File: src/include/tast_pkg.sv
// package: constants, register map and types of the acquisition strobe timer
package tast_pkg;
  // ------------------------------------------------------------
  // timebase
  // ------------------------------------------------------------
  localparam int CLK_PERIOD_NS = 40;
  localparam int US_NS = 1000;
  localparam int TICK_CYC = US_NS / CLK_PERIOD_NS;
  localparam int TICK_W = 5;
  localparam logic [TICK_W-1:0] TICK_LAST = TICK_W'(TICK_CYC - 1);
  localparam int TRIG_LAT_MIN_NS = 20;
  localparam int TRIG_LAT_MAX_NS = 30;
  localparam int TRIG_LAT_MAX_CYC =
    (TRIG_LAT_MAX_NS / CLK_PERIOD_NS < 1) ? 1 : TRIG_LAT_MAX_NS / CLK_PERIOD_NS;
  // ------------------------------------------------------------
  // acquisition intervals, in microseconds; LEVEL_MAX_S in seconds
  // ------------------------------------------------------------
  localparam int INIT_BUSY_US = 1094;
  localparam int FINAL_BUSY_US = 1038;
  localparam logic [31:0] ACQ_DELAY_MAX_US = 32'd335500;
  localparam int LEVEL_MIN_US = 6;
  localparam int LEVEL_MAX_S = 10;
  // ------------------------------------------------------------
  // register map
  // ------------------------------------------------------------
  localparam int ADDR_W = 8;
  localparam logic [ADDR_W-1:0] ADDR_CTRL = 8'h00;
  localparam logic [ADDR_W-1:0] ADDR_ACQ_DELAY = 8'h04;
  localparam logic [ADDR_W-1:0] ADDR_INTEG_TIME = 8'h08;
  localparam logic [ADDR_W-1:0] ADDR_SS_DELAY = 8'h0C;
  localparam logic [ADDR_W-1:0] ADDR_SS_WIDTH = 8'h10;
  localparam logic [ADDR_W-1:0] ADDR_CS_PERIOD = 8'h14;
  localparam logic [ADDR_W-1:0] ADDR_STATUS = 8'h18;
  localparam logic [ADDR_W-1:0] ADDR_LEVEL_WIDTH = 8'h1C;
  localparam logic [ADDR_W-1:0] ADDR_CYCLE_COUNT = 8'h20;
  localparam int CTRL_EN_BIT = 0;
  localparam int CTRL_LEVEL_BIT = 1;
  localparam logic [31:0] CTRL_RESET = 32'h0000_0000;
  localparam logic [31:0] INTEG_RESET = 32'h0000_0064;
  localparam logic [1:0] RESP_OKAY = 2'h0;
  localparam logic [1:0] RESP_SLVERR = 2'h2;
  // ------------------------------------------------------------
  // sequencer states
  // ------------------------------------------------------------
  typedef enum logic [3:0] {
    ST_IDLE = 4'h1,
    ST_DELAY = 4'h2,
    ST_INTEG = 4'h4,
    ST_FINAL = 4'h8
  } tast_state_t;
endpackage

File: src/include/tast_evt_if.sv
// interface: microsecond tick and synchronised trigger events
`timescale 1ns/100ps
interface tast_evt_if;
  logic tick;
  logic trig_lvl;
  logic trig_rise;
  logic trig_fall;
  modport tick_src (output tick);
  modport sync_src (output trig_lvl, output trig_rise, output trig_fall);
  modport core (input tick, input trig_lvl, input trig_rise, input trig_fall);
endinterface

File: src/verilog/tast_timer.sv
// module: trigger acquisition sequencer with single and continuous strobes
//
// Implementation choices: the address map and the AXI4-Lite interface to the registers.
`timescale 1ns/100ps
// Functional notes
// RULE_01: rising trigger edge starts acquisition in edge mode
// RULE_02: trigger event follows pin edge quickly
// RULE_03: busy plus delay, integration, final busy
// RULE_04: delays and strobes set in microsecond steps
// RULE_05: level mode integration equals pulse width
// RULE_06: single strobe rises after delay from event
// RULE_07: single strobe stays high for its width
// RULE_08: single strobe forced low at integration end
// RULE_09: continuous strobe starts with integration
// RULE_10: only whole continuous strobe periods emitted; level mode can cut a period at integration end
// RULE_11: continuous strobe low when integration ends
// RULE_12: continuous strobe half high, half low
// RULE_13: new trigger accepted only after final busy
// RULE_14: all intervals counted on microsecond tick
module tast_timer
  import tast_pkg::*;
#(
  parameter int P_INIT_BUSY_US = INIT_BUSY_US,
  parameter int P_FINAL_BUSY_US = FINAL_BUSY_US
) (
  input wire logic CLK_SYS_I,                 // system clock, 25 MHz
  input wire logic SRST_I,                    // sync reset, active high
  input wire logic TRIG_I,                    // external trigger pin
  output logic SS_O,                          // single strobe
  output logic CS_O,                          // continuous strobe
  output logic INTEG_O,                       // integration window
  input wire logic [ADDR_W-1:0] S_AXI_AWADDR_I, // write address
  input wire logic S_AXI_AWVALID_I,           // write address valid
  output logic S_AXI_AWREADY_O,               // write address ready
  input wire logic [31:0] S_AXI_WDATA_I,      // write data
  input wire logic [3:0] S_AXI_WSTRB_I,       // write byte enables
  input wire logic S_AXI_WVALID_I,            // write data valid
  output logic S_AXI_WREADY_O,                // write data ready
  output logic [1:0] S_AXI_BRESP_O,           // write response
  output logic S_AXI_BVALID_O,                // write response valid
  input wire logic S_AXI_BREADY_I,            // write response ready
  input wire logic [ADDR_W-1:0] S_AXI_ARADDR_I, // read address
  input wire logic S_AXI_ARVALID_I,           // read address valid
  output logic S_AXI_ARREADY_O,               // read address ready
  output logic [31:0] S_AXI_RDATA_O,          // read data
  output logic [1:0] S_AXI_RRESP_O,           // read response
  output logic S_AXI_RVALID_O,                // read data valid
  input wire logic S_AXI_RREADY_I             // read data ready
);
  // ------------------------------------------------------------
  // helpers
  // ------------------------------------------------------------
  function automatic logic [31:0] merge(input logic [31:0] old, input logic [31:0] dat,
                                        input logic [3:0] strb);
    logic [31:0] r;
    r = old;
    for (int i = 0; i < 4; i++) begin
      if (strb[i]) begin
        r[i*8 +: 8] = dat[i*8 +: 8];
      end
    end
    return r;
  endfunction

  // true when cnt elapsed ticks plus this one reach len
  function automatic logic reached(input logic [31:0] cnt, input logic [31:0] len);
    return ({1'b0, cnt} + 33'd1) >= {1'b0, len};
  endfunction

  // true when a period starting at tick ph completes within len
  function automatic logic fits(input logic [31:0] len, input logic [31:0] ph,
                                input logic [31:0] per);
    return {1'b0, len} >= ({1'b0, ph} + {1'b0, per});
  endfunction

  // ------------------------------------------------------------
  // tick and trigger synchroniser
  // ------------------------------------------------------------
  tast_evt_if evt ();

  tast_tick u_tick (
    .clk_i(CLK_SYS_I),
    .srst_i(SRST_I),
    .evt(evt.tick_src)
  );

  tast_sync u_sync (
    .clk_i(CLK_SYS_I),
    .srst_i(SRST_I),
    .trig_i(TRIG_I),
    .evt(evt.sync_src)
  );

  // ------------------------------------------------------------
  // registers and bus state
  // ------------------------------------------------------------
  logic [31:0] ctrl_q;
  logic [31:0] acq_q;
  logic [31:0] integ_q;
  logic [31:0] ss_dly_q;
  logic [31:0] ss_wid_q;
  logic [31:0] cs_per_q;
  logic [31:0] cycles_q;
  logic [ADDR_W-1:0] awaddr_q;
  logic [31:0] wdata_q;
  logic [3:0] wstrb_q;
  logic aw_full_q;
  logic w_full_q;
  logic awready_q;
  logic wready_q;
  logic bvalid_q;
  logic [1:0] bresp_q;
  logic arready_q;
  logic rvalid_q;
  logic [31:0] rdata_q;
  logic [1:0] rresp_q;

  // ------------------------------------------------------------
  // sequencer state
  // ------------------------------------------------------------
  tast_state_t st_q;
  tast_state_t st_d;
  logic [31:0] ph_cnt_q;
  logic [31:0] ss_cnt_q;
  logic ss_cut_q;
  logic [31:0] lw_q;
  logic ldone_q;
  logic ss_q;
  logic cs_q;
  logic cs_run_q;
  logic [31:0] cs_cnt_q;
  logic integ_q_o;

  // ------------------------------------------------------------
  // bus decode
  // ------------------------------------------------------------
  wire aw_take = S_AXI_AWVALID_I & awready_q;
  wire w_take = S_AXI_WVALID_I & wready_q;
  wire ar_take = S_AXI_ARVALID_I & arready_q;
  wire wr_do = aw_full_q & w_full_q & ~bvalid_q;
  wire aw_full_d = (aw_full_q | aw_take) & ~wr_do;
  wire w_full_d = (w_full_q | w_take) & ~wr_do;
  wire bvalid_d = (bvalid_q & ~S_AXI_BREADY_I) | wr_do;
  wire rvalid_d = (rvalid_q & ~S_AXI_RREADY_I) | ar_take;
  wire wr_ctrl = wr_do & (awaddr_q == ADDR_CTRL);
  wire wr_acq = wr_do & (awaddr_q == ADDR_ACQ_DELAY);
  wire wr_integ = wr_do & (awaddr_q == ADDR_INTEG_TIME);
  wire wr_ssd = wr_do & (awaddr_q == ADDR_SS_DELAY);
  wire wr_ssw = wr_do & (awaddr_q == ADDR_SS_WIDTH);
  wire wr_csp = wr_do & (awaddr_q == ADDR_CS_PERIOD);
  wire wr_hit = wr_ctrl | wr_acq | wr_integ | wr_ssd | wr_ssw | wr_csp;
  wire [31:0] acq_new = merge(acq_q, wdata_q, wstrb_q);
  wire [31:0] acq_clip = (acq_new > ACQ_DELAY_MAX_US) ? ACQ_DELAY_MAX_US : acq_new;
  wire [31:0] status = {24'h00_0000, evt.trig_lvl, ldone_q, cs_q, ss_q, st_q};
  wire rd_hit = (S_AXI_ARADDR_I <= ADDR_CYCLE_COUNT) & (S_AXI_ARADDR_I[1:0] == 2'h0);
  wire [31:0] rd_mux =
    (S_AXI_ARADDR_I == ADDR_CTRL) ? ctrl_q :
    (S_AXI_ARADDR_I == ADDR_ACQ_DELAY) ? acq_q :
    (S_AXI_ARADDR_I == ADDR_INTEG_TIME) ? integ_q :
    (S_AXI_ARADDR_I == ADDR_SS_DELAY) ? ss_dly_q :
    (S_AXI_ARADDR_I == ADDR_SS_WIDTH) ? ss_wid_q :
    (S_AXI_ARADDR_I == ADDR_CS_PERIOD) ? cs_per_q :
    (S_AXI_ARADDR_I == ADDR_STATUS) ? status :
    (S_AXI_ARADDR_I == ADDR_LEVEL_WIDTH) ? lw_q :
    (S_AXI_ARADDR_I == ADDR_CYCLE_COUNT) ? cycles_q : 32'h0000_0000;

  // ------------------------------------------------------------
  // sequencer decode
  // ------------------------------------------------------------
  wire en = ctrl_q[CTRL_EN_BIT];
  wire lvl_mode = ctrl_q[CTRL_LEVEL_BIT];
  wire active = (st_q != ST_IDLE);
  wire start = (st_q == ST_IDLE) & en & evt.trig_rise;
  wire [31:0] delay_len = 32'(P_INIT_BUSY_US) + acq_q;
  wire len_known = ~lvl_mode | ldone_q;
  wire [31:0] integ_len = lvl_mode ? lw_q : integ_q;
  wire delay_last = (st_q == ST_DELAY) & evt.tick & reached(ph_cnt_q, delay_len);
  wire integ_end = (st_q == ST_INTEG) & evt.tick & len_known & reached(ph_cnt_q, integ_len);
  wire final_last = (st_q == ST_FINAL) & evt.tick &
                    reached(ph_cnt_q, 32'(P_FINAL_BUSY_US));
  wire phase_chg = start | delay_last | integ_end | final_last;
  wire [31:0] ss_end = ss_dly_q + ss_wid_q;
  wire ss_win = (ss_cnt_q >= ss_dly_q) & ({1'b0, ss_cnt_q} < ({1'b0, ss_dly_q} + {1'b0, ss_wid_q}));
  wire ss_d = active & ~ss_cut_q & ~integ_end & ss_win;
  wire [31:0] cs_half = cs_per_q >> 1;
  wire cs_wrap = evt.tick & cs_run_q & ((cs_cnt_q + 32'd1) == cs_per_q);
  wire cs_fit0 = (cs_per_q != 32'd0) & (~len_known | fits(integ_len, 32'd0, cs_per_q));
  wire cs_fitn = ~len_known | fits(integ_len, ph_cnt_q + 32'd1, cs_per_q);
  wire cs_run_d = delay_last ? cs_fit0 :
                  integ_end ? 1'b0 :
                  cs_wrap ? (cs_run_q & cs_fitn) : cs_run_q;
  wire [31:0] cs_cnt_d = (delay_last | cs_wrap) ? 32'd0 :
                         (evt.tick & cs_run_q) ? cs_cnt_q + 32'd1 : cs_cnt_q;
  wire cs_d = cs_run_d & (cs_cnt_d < cs_half) & ~integ_end;

  always_comb begin
    case (st_q)
      ST_IDLE: st_d = start ? ST_DELAY : ST_IDLE; // RULE_01 RULE_13
      ST_DELAY: st_d = delay_last ? ST_INTEG : ST_DELAY; // RULE_03
      ST_INTEG: st_d = integ_end ? ST_FINAL : ST_INTEG; // RULE_03 RULE_05
      ST_FINAL: st_d = final_last ? ST_IDLE : ST_FINAL; // RULE_13
      default: st_d = ST_IDLE;
    endcase
  end

  // ------------------------------------------------------------
  // bus slave
  // ------------------------------------------------------------
  always_ff @(posedge CLK_SYS_I) begin
    if (SRST_I) begin
      aw_full_q <= 1'b0;
      w_full_q <= 1'b0;
      awready_q <= 1'b0;
      wready_q <= 1'b0;
      bvalid_q <= 1'b0;
      bresp_q <= RESP_OKAY;
      arready_q <= 1'b0;
      rvalid_q <= 1'b0;
      rdata_q <= 32'h0000_0000;
      rresp_q <= RESP_OKAY;
      awaddr_q <= '0;
      wdata_q <= 32'h0000_0000;
      wstrb_q <= 4'h0;
    end else begin
      aw_full_q <= aw_full_d;
      w_full_q <= w_full_d;
      awready_q <= ~aw_full_d & ~bvalid_d;
      wready_q <= ~w_full_d & ~bvalid_d;
      bvalid_q <= bvalid_d;
      arready_q <= ~rvalid_d;
      rvalid_q <= rvalid_d;
      if (aw_take) begin
        awaddr_q <= S_AXI_AWADDR_I;
      end
      if (w_take) begin
        wdata_q <= S_AXI_WDATA_I;
        wstrb_q <= S_AXI_WSTRB_I;
      end
      if (wr_do) begin
        bresp_q <= wr_hit ? RESP_OKAY : RESP_SLVERR;
      end
      if (ar_take) begin
        rdata_q <= rd_mux;
        rresp_q <= rd_hit ? RESP_OKAY : RESP_SLVERR;
      end
    end
  end

  // ------------------------------------------------------------
  // settings
  // ------------------------------------------------------------
  always_ff @(posedge CLK_SYS_I) begin
    if (SRST_I) begin
      ctrl_q <= CTRL_RESET;
      acq_q <= 32'h0000_0000;
      integ_q <= INTEG_RESET;
      ss_dly_q <= 32'h0000_0000;
      ss_wid_q <= 32'h0000_0000;
      cs_per_q <= 32'h0000_0000;
    end else begin
      if (wr_ctrl) ctrl_q <= merge(ctrl_q, wdata_q, wstrb_q) & 32'h0000_0003;
      if (wr_acq) acq_q <= acq_clip; // RULE_04
      if (wr_integ) integ_q <= merge(integ_q, wdata_q, wstrb_q);
      if (wr_ssd) ss_dly_q <= merge(ss_dly_q, wdata_q, wstrb_q); // RULE_04
      if (wr_ssw) ss_wid_q <= merge(ss_wid_q, wdata_q, wstrb_q);
      if (wr_csp) cs_per_q <= merge(cs_per_q, wdata_q, wstrb_q);
    end
  end

  // ------------------------------------------------------------
  // sequencer
  // ------------------------------------------------------------
  always_ff @(posedge CLK_SYS_I) begin
    if (SRST_I) begin
      st_q <= ST_IDLE;
      ph_cnt_q <= 32'h0000_0000;
      cycles_q <= 32'h0000_0000;
      ss_cnt_q <= 32'h0000_0000;
      ss_cut_q <= 1'b0;
    end else begin
      st_q <= st_d;
      if (phase_chg) ph_cnt_q <= 32'h0000_0000; // RULE_14
      else if (evt.tick) ph_cnt_q <= ph_cnt_q + 32'd1;
      if (final_last) cycles_q <= cycles_q + 32'd1;
      if (start) ss_cnt_q <= 32'h0000_0000; // RULE_06
      else if (evt.tick & active & ~(&ss_cnt_q)) ss_cnt_q <= ss_cnt_q + 32'd1;
      if (start) ss_cut_q <= 1'b0;
      else if (integ_end) ss_cut_q <= 1'b1; // RULE_08
    end
  end

  // level mode: pulse width measured in ticks from the event
  always_ff @(posedge CLK_SYS_I) begin
    if (SRST_I) begin
      lw_q <= 32'h0000_0000;
      ldone_q <= 1'b0;
    end else if (start) begin
      lw_q <= 32'h0000_0000;
      ldone_q <= 1'b0;
    end else begin
      if (active & ~ldone_q & evt.trig_fall) ldone_q <= 1'b1; // RULE_05
      if (active & ~ldone_q & evt.trig_lvl & evt.tick) lw_q <= lw_q + 32'd1;
    end
  end

  // ------------------------------------------------------------
  // strobes
  // ------------------------------------------------------------
  always_ff @(posedge CLK_SYS_I) begin
    if (SRST_I) begin
      ss_q <= 1'b0;
      cs_q <= 1'b0;
      cs_run_q <= 1'b0;
      cs_cnt_q <= 32'h0000_0000;
      integ_q_o <= 1'b0;
    end else begin
      ss_q <= ss_d; // RULE_06 RULE_07 RULE_08
      cs_run_q <= cs_run_d; // RULE_09 RULE_10
      cs_cnt_q <= cs_cnt_d;
      cs_q <= cs_d; // RULE_11 RULE_12
      integ_q_o <= (st_d == ST_INTEG);
    end
  end

  assign SS_O = ss_q;
  assign CS_O = cs_q;
  assign INTEG_O = integ_q_o;
  assign S_AXI_AWREADY_O = awready_q;
  assign S_AXI_WREADY_O = wready_q;
  assign S_AXI_BRESP_O = bresp_q;
  assign S_AXI_BVALID_O = bvalid_q;
  assign S_AXI_ARREADY_O = arready_q;
  assign S_AXI_RDATA_O = rdata_q;
  assign S_AXI_RRESP_O = rresp_q;
  assign S_AXI_RVALID_O = rvalid_q;

  logic [TICK_W-1:0] gap_q;
  always_ff @(posedge CLK_SYS_I) begin
    if (SRST_I) gap_q <= '1; // first tick after reset lands one edge later
    else if (evt.tick) gap_q <= '0;
    else gap_q <= gap_q + TICK_W'(1);
  end
endmodule

File: src/verilog/tast_tick.sv
// module: one microsecond tick from the system clock
`timescale 1ns/100ps
module tast_tick
  import tast_pkg::*;
(
  input wire logic clk_i,           // system clock
  input wire logic srst_i,          // sync reset, active high
  tast_evt_if.tick_src evt          // tick out
);
  logic [TICK_W-1:0] cnt_q;
  logic tick_q;
  wire wrap = (cnt_q == TICK_LAST);

  always_ff @(posedge clk_i) begin
    if (srst_i) begin
      cnt_q <= '0;
      tick_q <= 1'b0;
    end else begin
      cnt_q <= wrap ? '0 : cnt_q + TICK_W'(1);
      tick_q <= wrap; // RULE_14
    end
  end

  assign evt.tick = tick_q;
endmodule

File: src/verilog/tast_sync.sv
// module: trigger pin synchroniser with edge events
`timescale 1ns/100ps
module tast_sync
  import tast_pkg::*;
(
  input wire logic clk_i,           // system clock
  input wire logic srst_i,          // sync reset, active high
  input wire logic trig_i,          // raw trigger pin
  tast_evt_if.sync_src evt          // level and edges out
);
  logic s1_q;
  logic s2_q;
  logic s3_q;
  logic lvl_q;
  logic rise_q;
  logic fall_q;
  wire agree = (s2_q == s3_q);

  always_ff @(posedge clk_i) begin
    if (srst_i) begin
      s1_q <= 1'b0;
      s2_q <= 1'b0;
      s3_q <= 1'b0;
      lvl_q <= 1'b0;
      rise_q <= 1'b0;
      fall_q <= 1'b0;
    end else begin
      s1_q <= trig_i;
      s2_q <= s1_q;
      s3_q <= s2_q;
      if (agree) begin
        lvl_q <= s2_q;
      end
      rise_q <= agree & s2_q & ~lvl_q; // RULE_01 RULE_02
      fall_q <= agree & ~s2_q & lvl_q;
    end
  end

  assign evt.trig_lvl = lvl_q;
  assign evt.trig_rise = rise_q;
  assign evt.trig_fall = fall_q;
endmodule

File: config.mk
export PLATFORM = sky130hd
export DESIGN_NAME = tast_timer
export DESIGN_NICKNAME = d
export VERILOG_FILES = /design/src/include/tast_pkg.sv /design/src/include/tast_evt_if.sv /design/src/verilog/tast_timer.sv /design/src/verilog/tast_tick.sv /design/src/verilog/tast_sync.sv
export SDC_FILE = /design/constraint.sdc
export NUM_CORES = 2
export LEC_CHECK = 0
export BUFFER_PORTS_ARGS = -buffer_cell sky130_fd_sc_hd__buf_2
export CAP_MARGIN = 20
export CELL_PAD_IN_SITES_DETAIL_PLACEMENT = 0
export CELL_PAD_IN_SITES_GLOBAL_PLACEMENT = 2
export CORE_ASPECT_RATIO = 1.1
export CORE_UTILIZATION = 30
export DETAILED_ROUTE_END_ITERATION = 7
export GPL_TIMING_DRIVEN = 0
export PLACE_DENSITY_LB_ADDON = 0.3
export SLEW_MARGIN = 15
export SYNTH_ARGS = -nofsm -noshare
export SYNTH_HDL_FRONTEND = slang
export SYNTH_SLANG_ARGS = --single-unit
export TNS_END_PERCENT = 50
File: constraint.sdc
create_clock -name CLK_SYS_I -period 5.53 [get_ports CLK_SYS_I]
set_input_delay 0.8295 -clock CLK_SYS_I [delete_from_list [all_inputs] [get_ports CLK_SYS_I]]
set_output_delay 0.8295 -clock CLK_SYS_I [all_outputs]
set_load 0.005 [all_outputs]
==> impl_results.md <==
- Initial antenna violation count: 6
- Pwr per Cell Area: 203 mW/mm²
- Max clock buf depth: 3
- Vias in the first global route: 26700
- Failing checks: design-rule violations, negative setup slack
- GR Util All Layers: 0.245
- Yosys cell types: 89
- Met2 usage: 0.380
- Sequential area share after synthesis: 0.291
- RSZ-0062 raised after global routing: yes
- CP delay by family, top: compound AO/OA/AOI/OAI gates
- Die extent in x: 301 µm
- Post-Synth Simple-Gate Area: 0.240
- GR Util met3: 0.0324
- Worst reg-to-reg setup slack: -0.17 ns
- Row Count: 120
- WL per Instance: 23.6 µm
- Slew headroom: 0.173
- Number of max-cap violations: 0
- CTS tree: done
- Synth Area in Adders: 0.127
- Reg2reg start: ph_cnt_q[1]
- Min-delay src: TRIG_I
- Final wirelength: 125000 µm
- Max Freq: 175 MHz
- WS Path Type: reg -> reg
- # setup viols final: 1
- Area of the core: 0.0974 mm²
- Post-Syn Instances: 3760
- Post-synthesis compound-gate area fraction: 0.187
- Height of the chip: 331 µm
- Crit path time final: 5.70 ns
- Async SR Flop Fraction: 0
- Worst Setup End Kind: register
- VDD IR max: 0.242 mV
- Worst-Skew Late Latency: 0.67 ns
- Total CTS buffers: 54
- Met1 Usage GRT: 0.355
- Drt first pass iters: 8
- Commonest non-fill, non-tap cell in the layout: nand2_1
- Fillers: 10300
- Starting Density: 0.303
- Critical Path Fanout Max: 7
- Final core utilization: 0.361
- Leak: 13.3 nW
- First-pass GRT wire length: 180000 µm
- Layout net count: 4338
- DRC viols: 40
- Worst Hold Path EP: u_sync.s1_q
- Critical path's largest stage delay: 0.38 ns
- ANT nets after route: 0
- CP bufs+invs: 5
- Reg2reg end: CS_O
- Worst R2R Path Depth: 28
- Via count: 28700
- Largest net degree at the start of global routing: 17
- Most used routing layer: met2
- Worst path arrival time: 6.27 ns
- Hold Crit Class: in -> reg
- Top-level I/O count: 104
- Hold-fix buffers at CTS: 0
- H-tree levels: 2
- Most frequent cells in the layout: nand2_1, dfxtp_1, a21oi_1
- Gp weighted congestion: 0.928
- Mux cell area share after synthesis: 0.0165
- Setup crit start kind: register
- Pre-CTS worst setup slack: -2.40 ns
- Post-synth EDFFs: 0
- Reg clk slew, reported paths: 0.06 ns
- Area Growth Syn to Fin: 19.0%
- Share of layout cells above drive strength 1: 0.132
- Slew Viols, Final: 0
- Total Power: 7.13 mW
- Critical Path Slowest Stage Cell: dfxtp_4
- WP data required: 6.09 ns
- Main synth FF type: dfxtp_1
- # clock sinks: 429
- Measured slew at the worst slew-check pin: 1.24 ns
- Final worst setup slack: -0.174 ns
- Worst Skew: 0.0708 ns
- Syn_area_per_cell: 7.86 µm²
- Largest family of logic cells by synthesized area: simple AND/OR/NAND/NOR gates
- Clock tree root buffer cell: clkbuf_16
- IO Port Bufs: 101
- Ys Warns: 0
- Post-synthesis xor/xnor area fraction: 0.0888
- #FFs+latches synth: 429
- Vias per cell: 5.41
- Outcome: finished with violations
- Grt ovf: 0
- Mapped Area: 0.0296 mm²
- Post-DP HPWL: 100000 µm
- DRT iter0 DRCs: 2559
- Die area: 0.0998 mm²
- Worst Hold Path Cells: 2
- Fin crit share: 1.03
- Final hold vios: 0
==> kinds of logic after synthesis <==
group | Yosys count
other | 1
AOI/OAI and AO/OA | 851
xor gates and xnor gates | 298
DFF | 429
muxes | 45
buffers and inverters | 372
adders and majority gates | 298
and+or+nand+nor | 1466
==> through the flow <==
stage                     area, µm²  instances  hold WS [ns]  TNS, ns
after global routing          35200       5302         0.387   -0.500
after CTS                     34500       5278         0.366   -0.171
final                         35200       5304         0.387   -0.174
after detailed placement      31800       5149         0.431   -50.88
after floorplan               29600       3761         0.414        0
after global placement        31700       5143         0.431   -88.62
==> worst max-delay path by stage <==
| stage | start | end | slack [ns] | cells past startpoint |
|---|---|---|---|---|
| floorplan | ph_cnt_q[0] | CS_O | 0.11 | 25 |
| global placement | ph_cnt_q[0] | CS_O | -2.55 | 26 |
| CTS | acq_q[1] | CS_O | -0.17 | 30 |
| detailed placement | ph_cnt_q[0] | CS_O | -2.40 | 26 |
| global route | acq_q[2] | CS_O | -0.33 | 30 |
| finish | ph_cnt_q[1] | CS_O | -0.17 | 28 |
==> registers in the layout, indices dropped and copies added (netlist names), 2 cells and up <==
register and cells:
wdata_q 32, u_tick.cnt_q 5, wstrb_q 4, cs_cnt_q 32, awaddr_q 8, acq_q 32, ss_wid_q 32, cycles_q 32
ss_cnt_q 32, ph_cnt_q 32, integ_q 32, ctrl_q 2, ss_dly_q 32, cs_per_q 32, S_AXI_RDATA_O 32, st_q 4
lw_q 32
==> power breakdown <==
part	leakage, nW	total [mW]	internal, mW	switching, mW
combinational	9.01	0.317	0.0864	0.231
clock	0.863	3.63	2.06	1.57
sequential	3.47	3.18	3.12	0.0596
total	13.3	7.13	5.27	1.86
==> metal layers <==
layer	up-vias	wire [µm]
met5	-	34
met4	4	2800
met3	137	7470
met2	840	54700
met1	13800	60400
li1	13900	-
==> worst reg2reg max path, delay by kind of cell (launching register included) <==
kind | cells | cell delay, ns
compound gates | 12 | 2.71
simple gates | 7 | 0.90
buf+inv | 5 | 0.71
fa+ha+maj | 3 | 0.58
flops | 1 | 0.38
xor+xnor | 1 | 0.31
==> cell type report <==
type                    instances  area (µm²)  area share
clock inverters                19         214     0.00609
inverters                     174         656      0.0186
plain buffers                 192         871      0.0248
diodes                          2        5.00    0.000142
flip-flops and latches        429        8610       0.245
repair buffers                169        1100      0.0313
clock buffers                  78        1560      0.0444
multi-input cells            2960       20500       0.584
well taps                    1281        1600      0.0456
==> what timing repair did <==
item	in CTS	in global routing
gates resized for setup	128	98
buffers inserted	38	25
pin swaps	27	71
endpoints found under the setup margin	70	3
==> Yosys cell counts (all sizes together), types with 37 or more instances <==
master | number | share of area
o21ai | 89 | 0.015
a21o | 79 | 0.020
a21oi | 335 | 0.057
and3 | 39 | 0.0083
inv | 174 | 0.022
a221oi | 37 | 0.011
nand2 | 455 | 0.058
nor3 | 77 | 0.013
buf | 41 | 0.0079
a22oi | 57 | 0.014
nor2 | 345 | 0.048
ha | 296 | 0.13
nand4 | 86 | 0.018
xor2 | 134 | 0.040
clkbuf | 157 | 0.020
nand3 | 221 | 0.038
dfxtp | 429 | 0.29
xnor2 | 163 | 0.048
nor4 | 49 | 0.011
No activity file was read; power rests on OpenSTA's default activity.
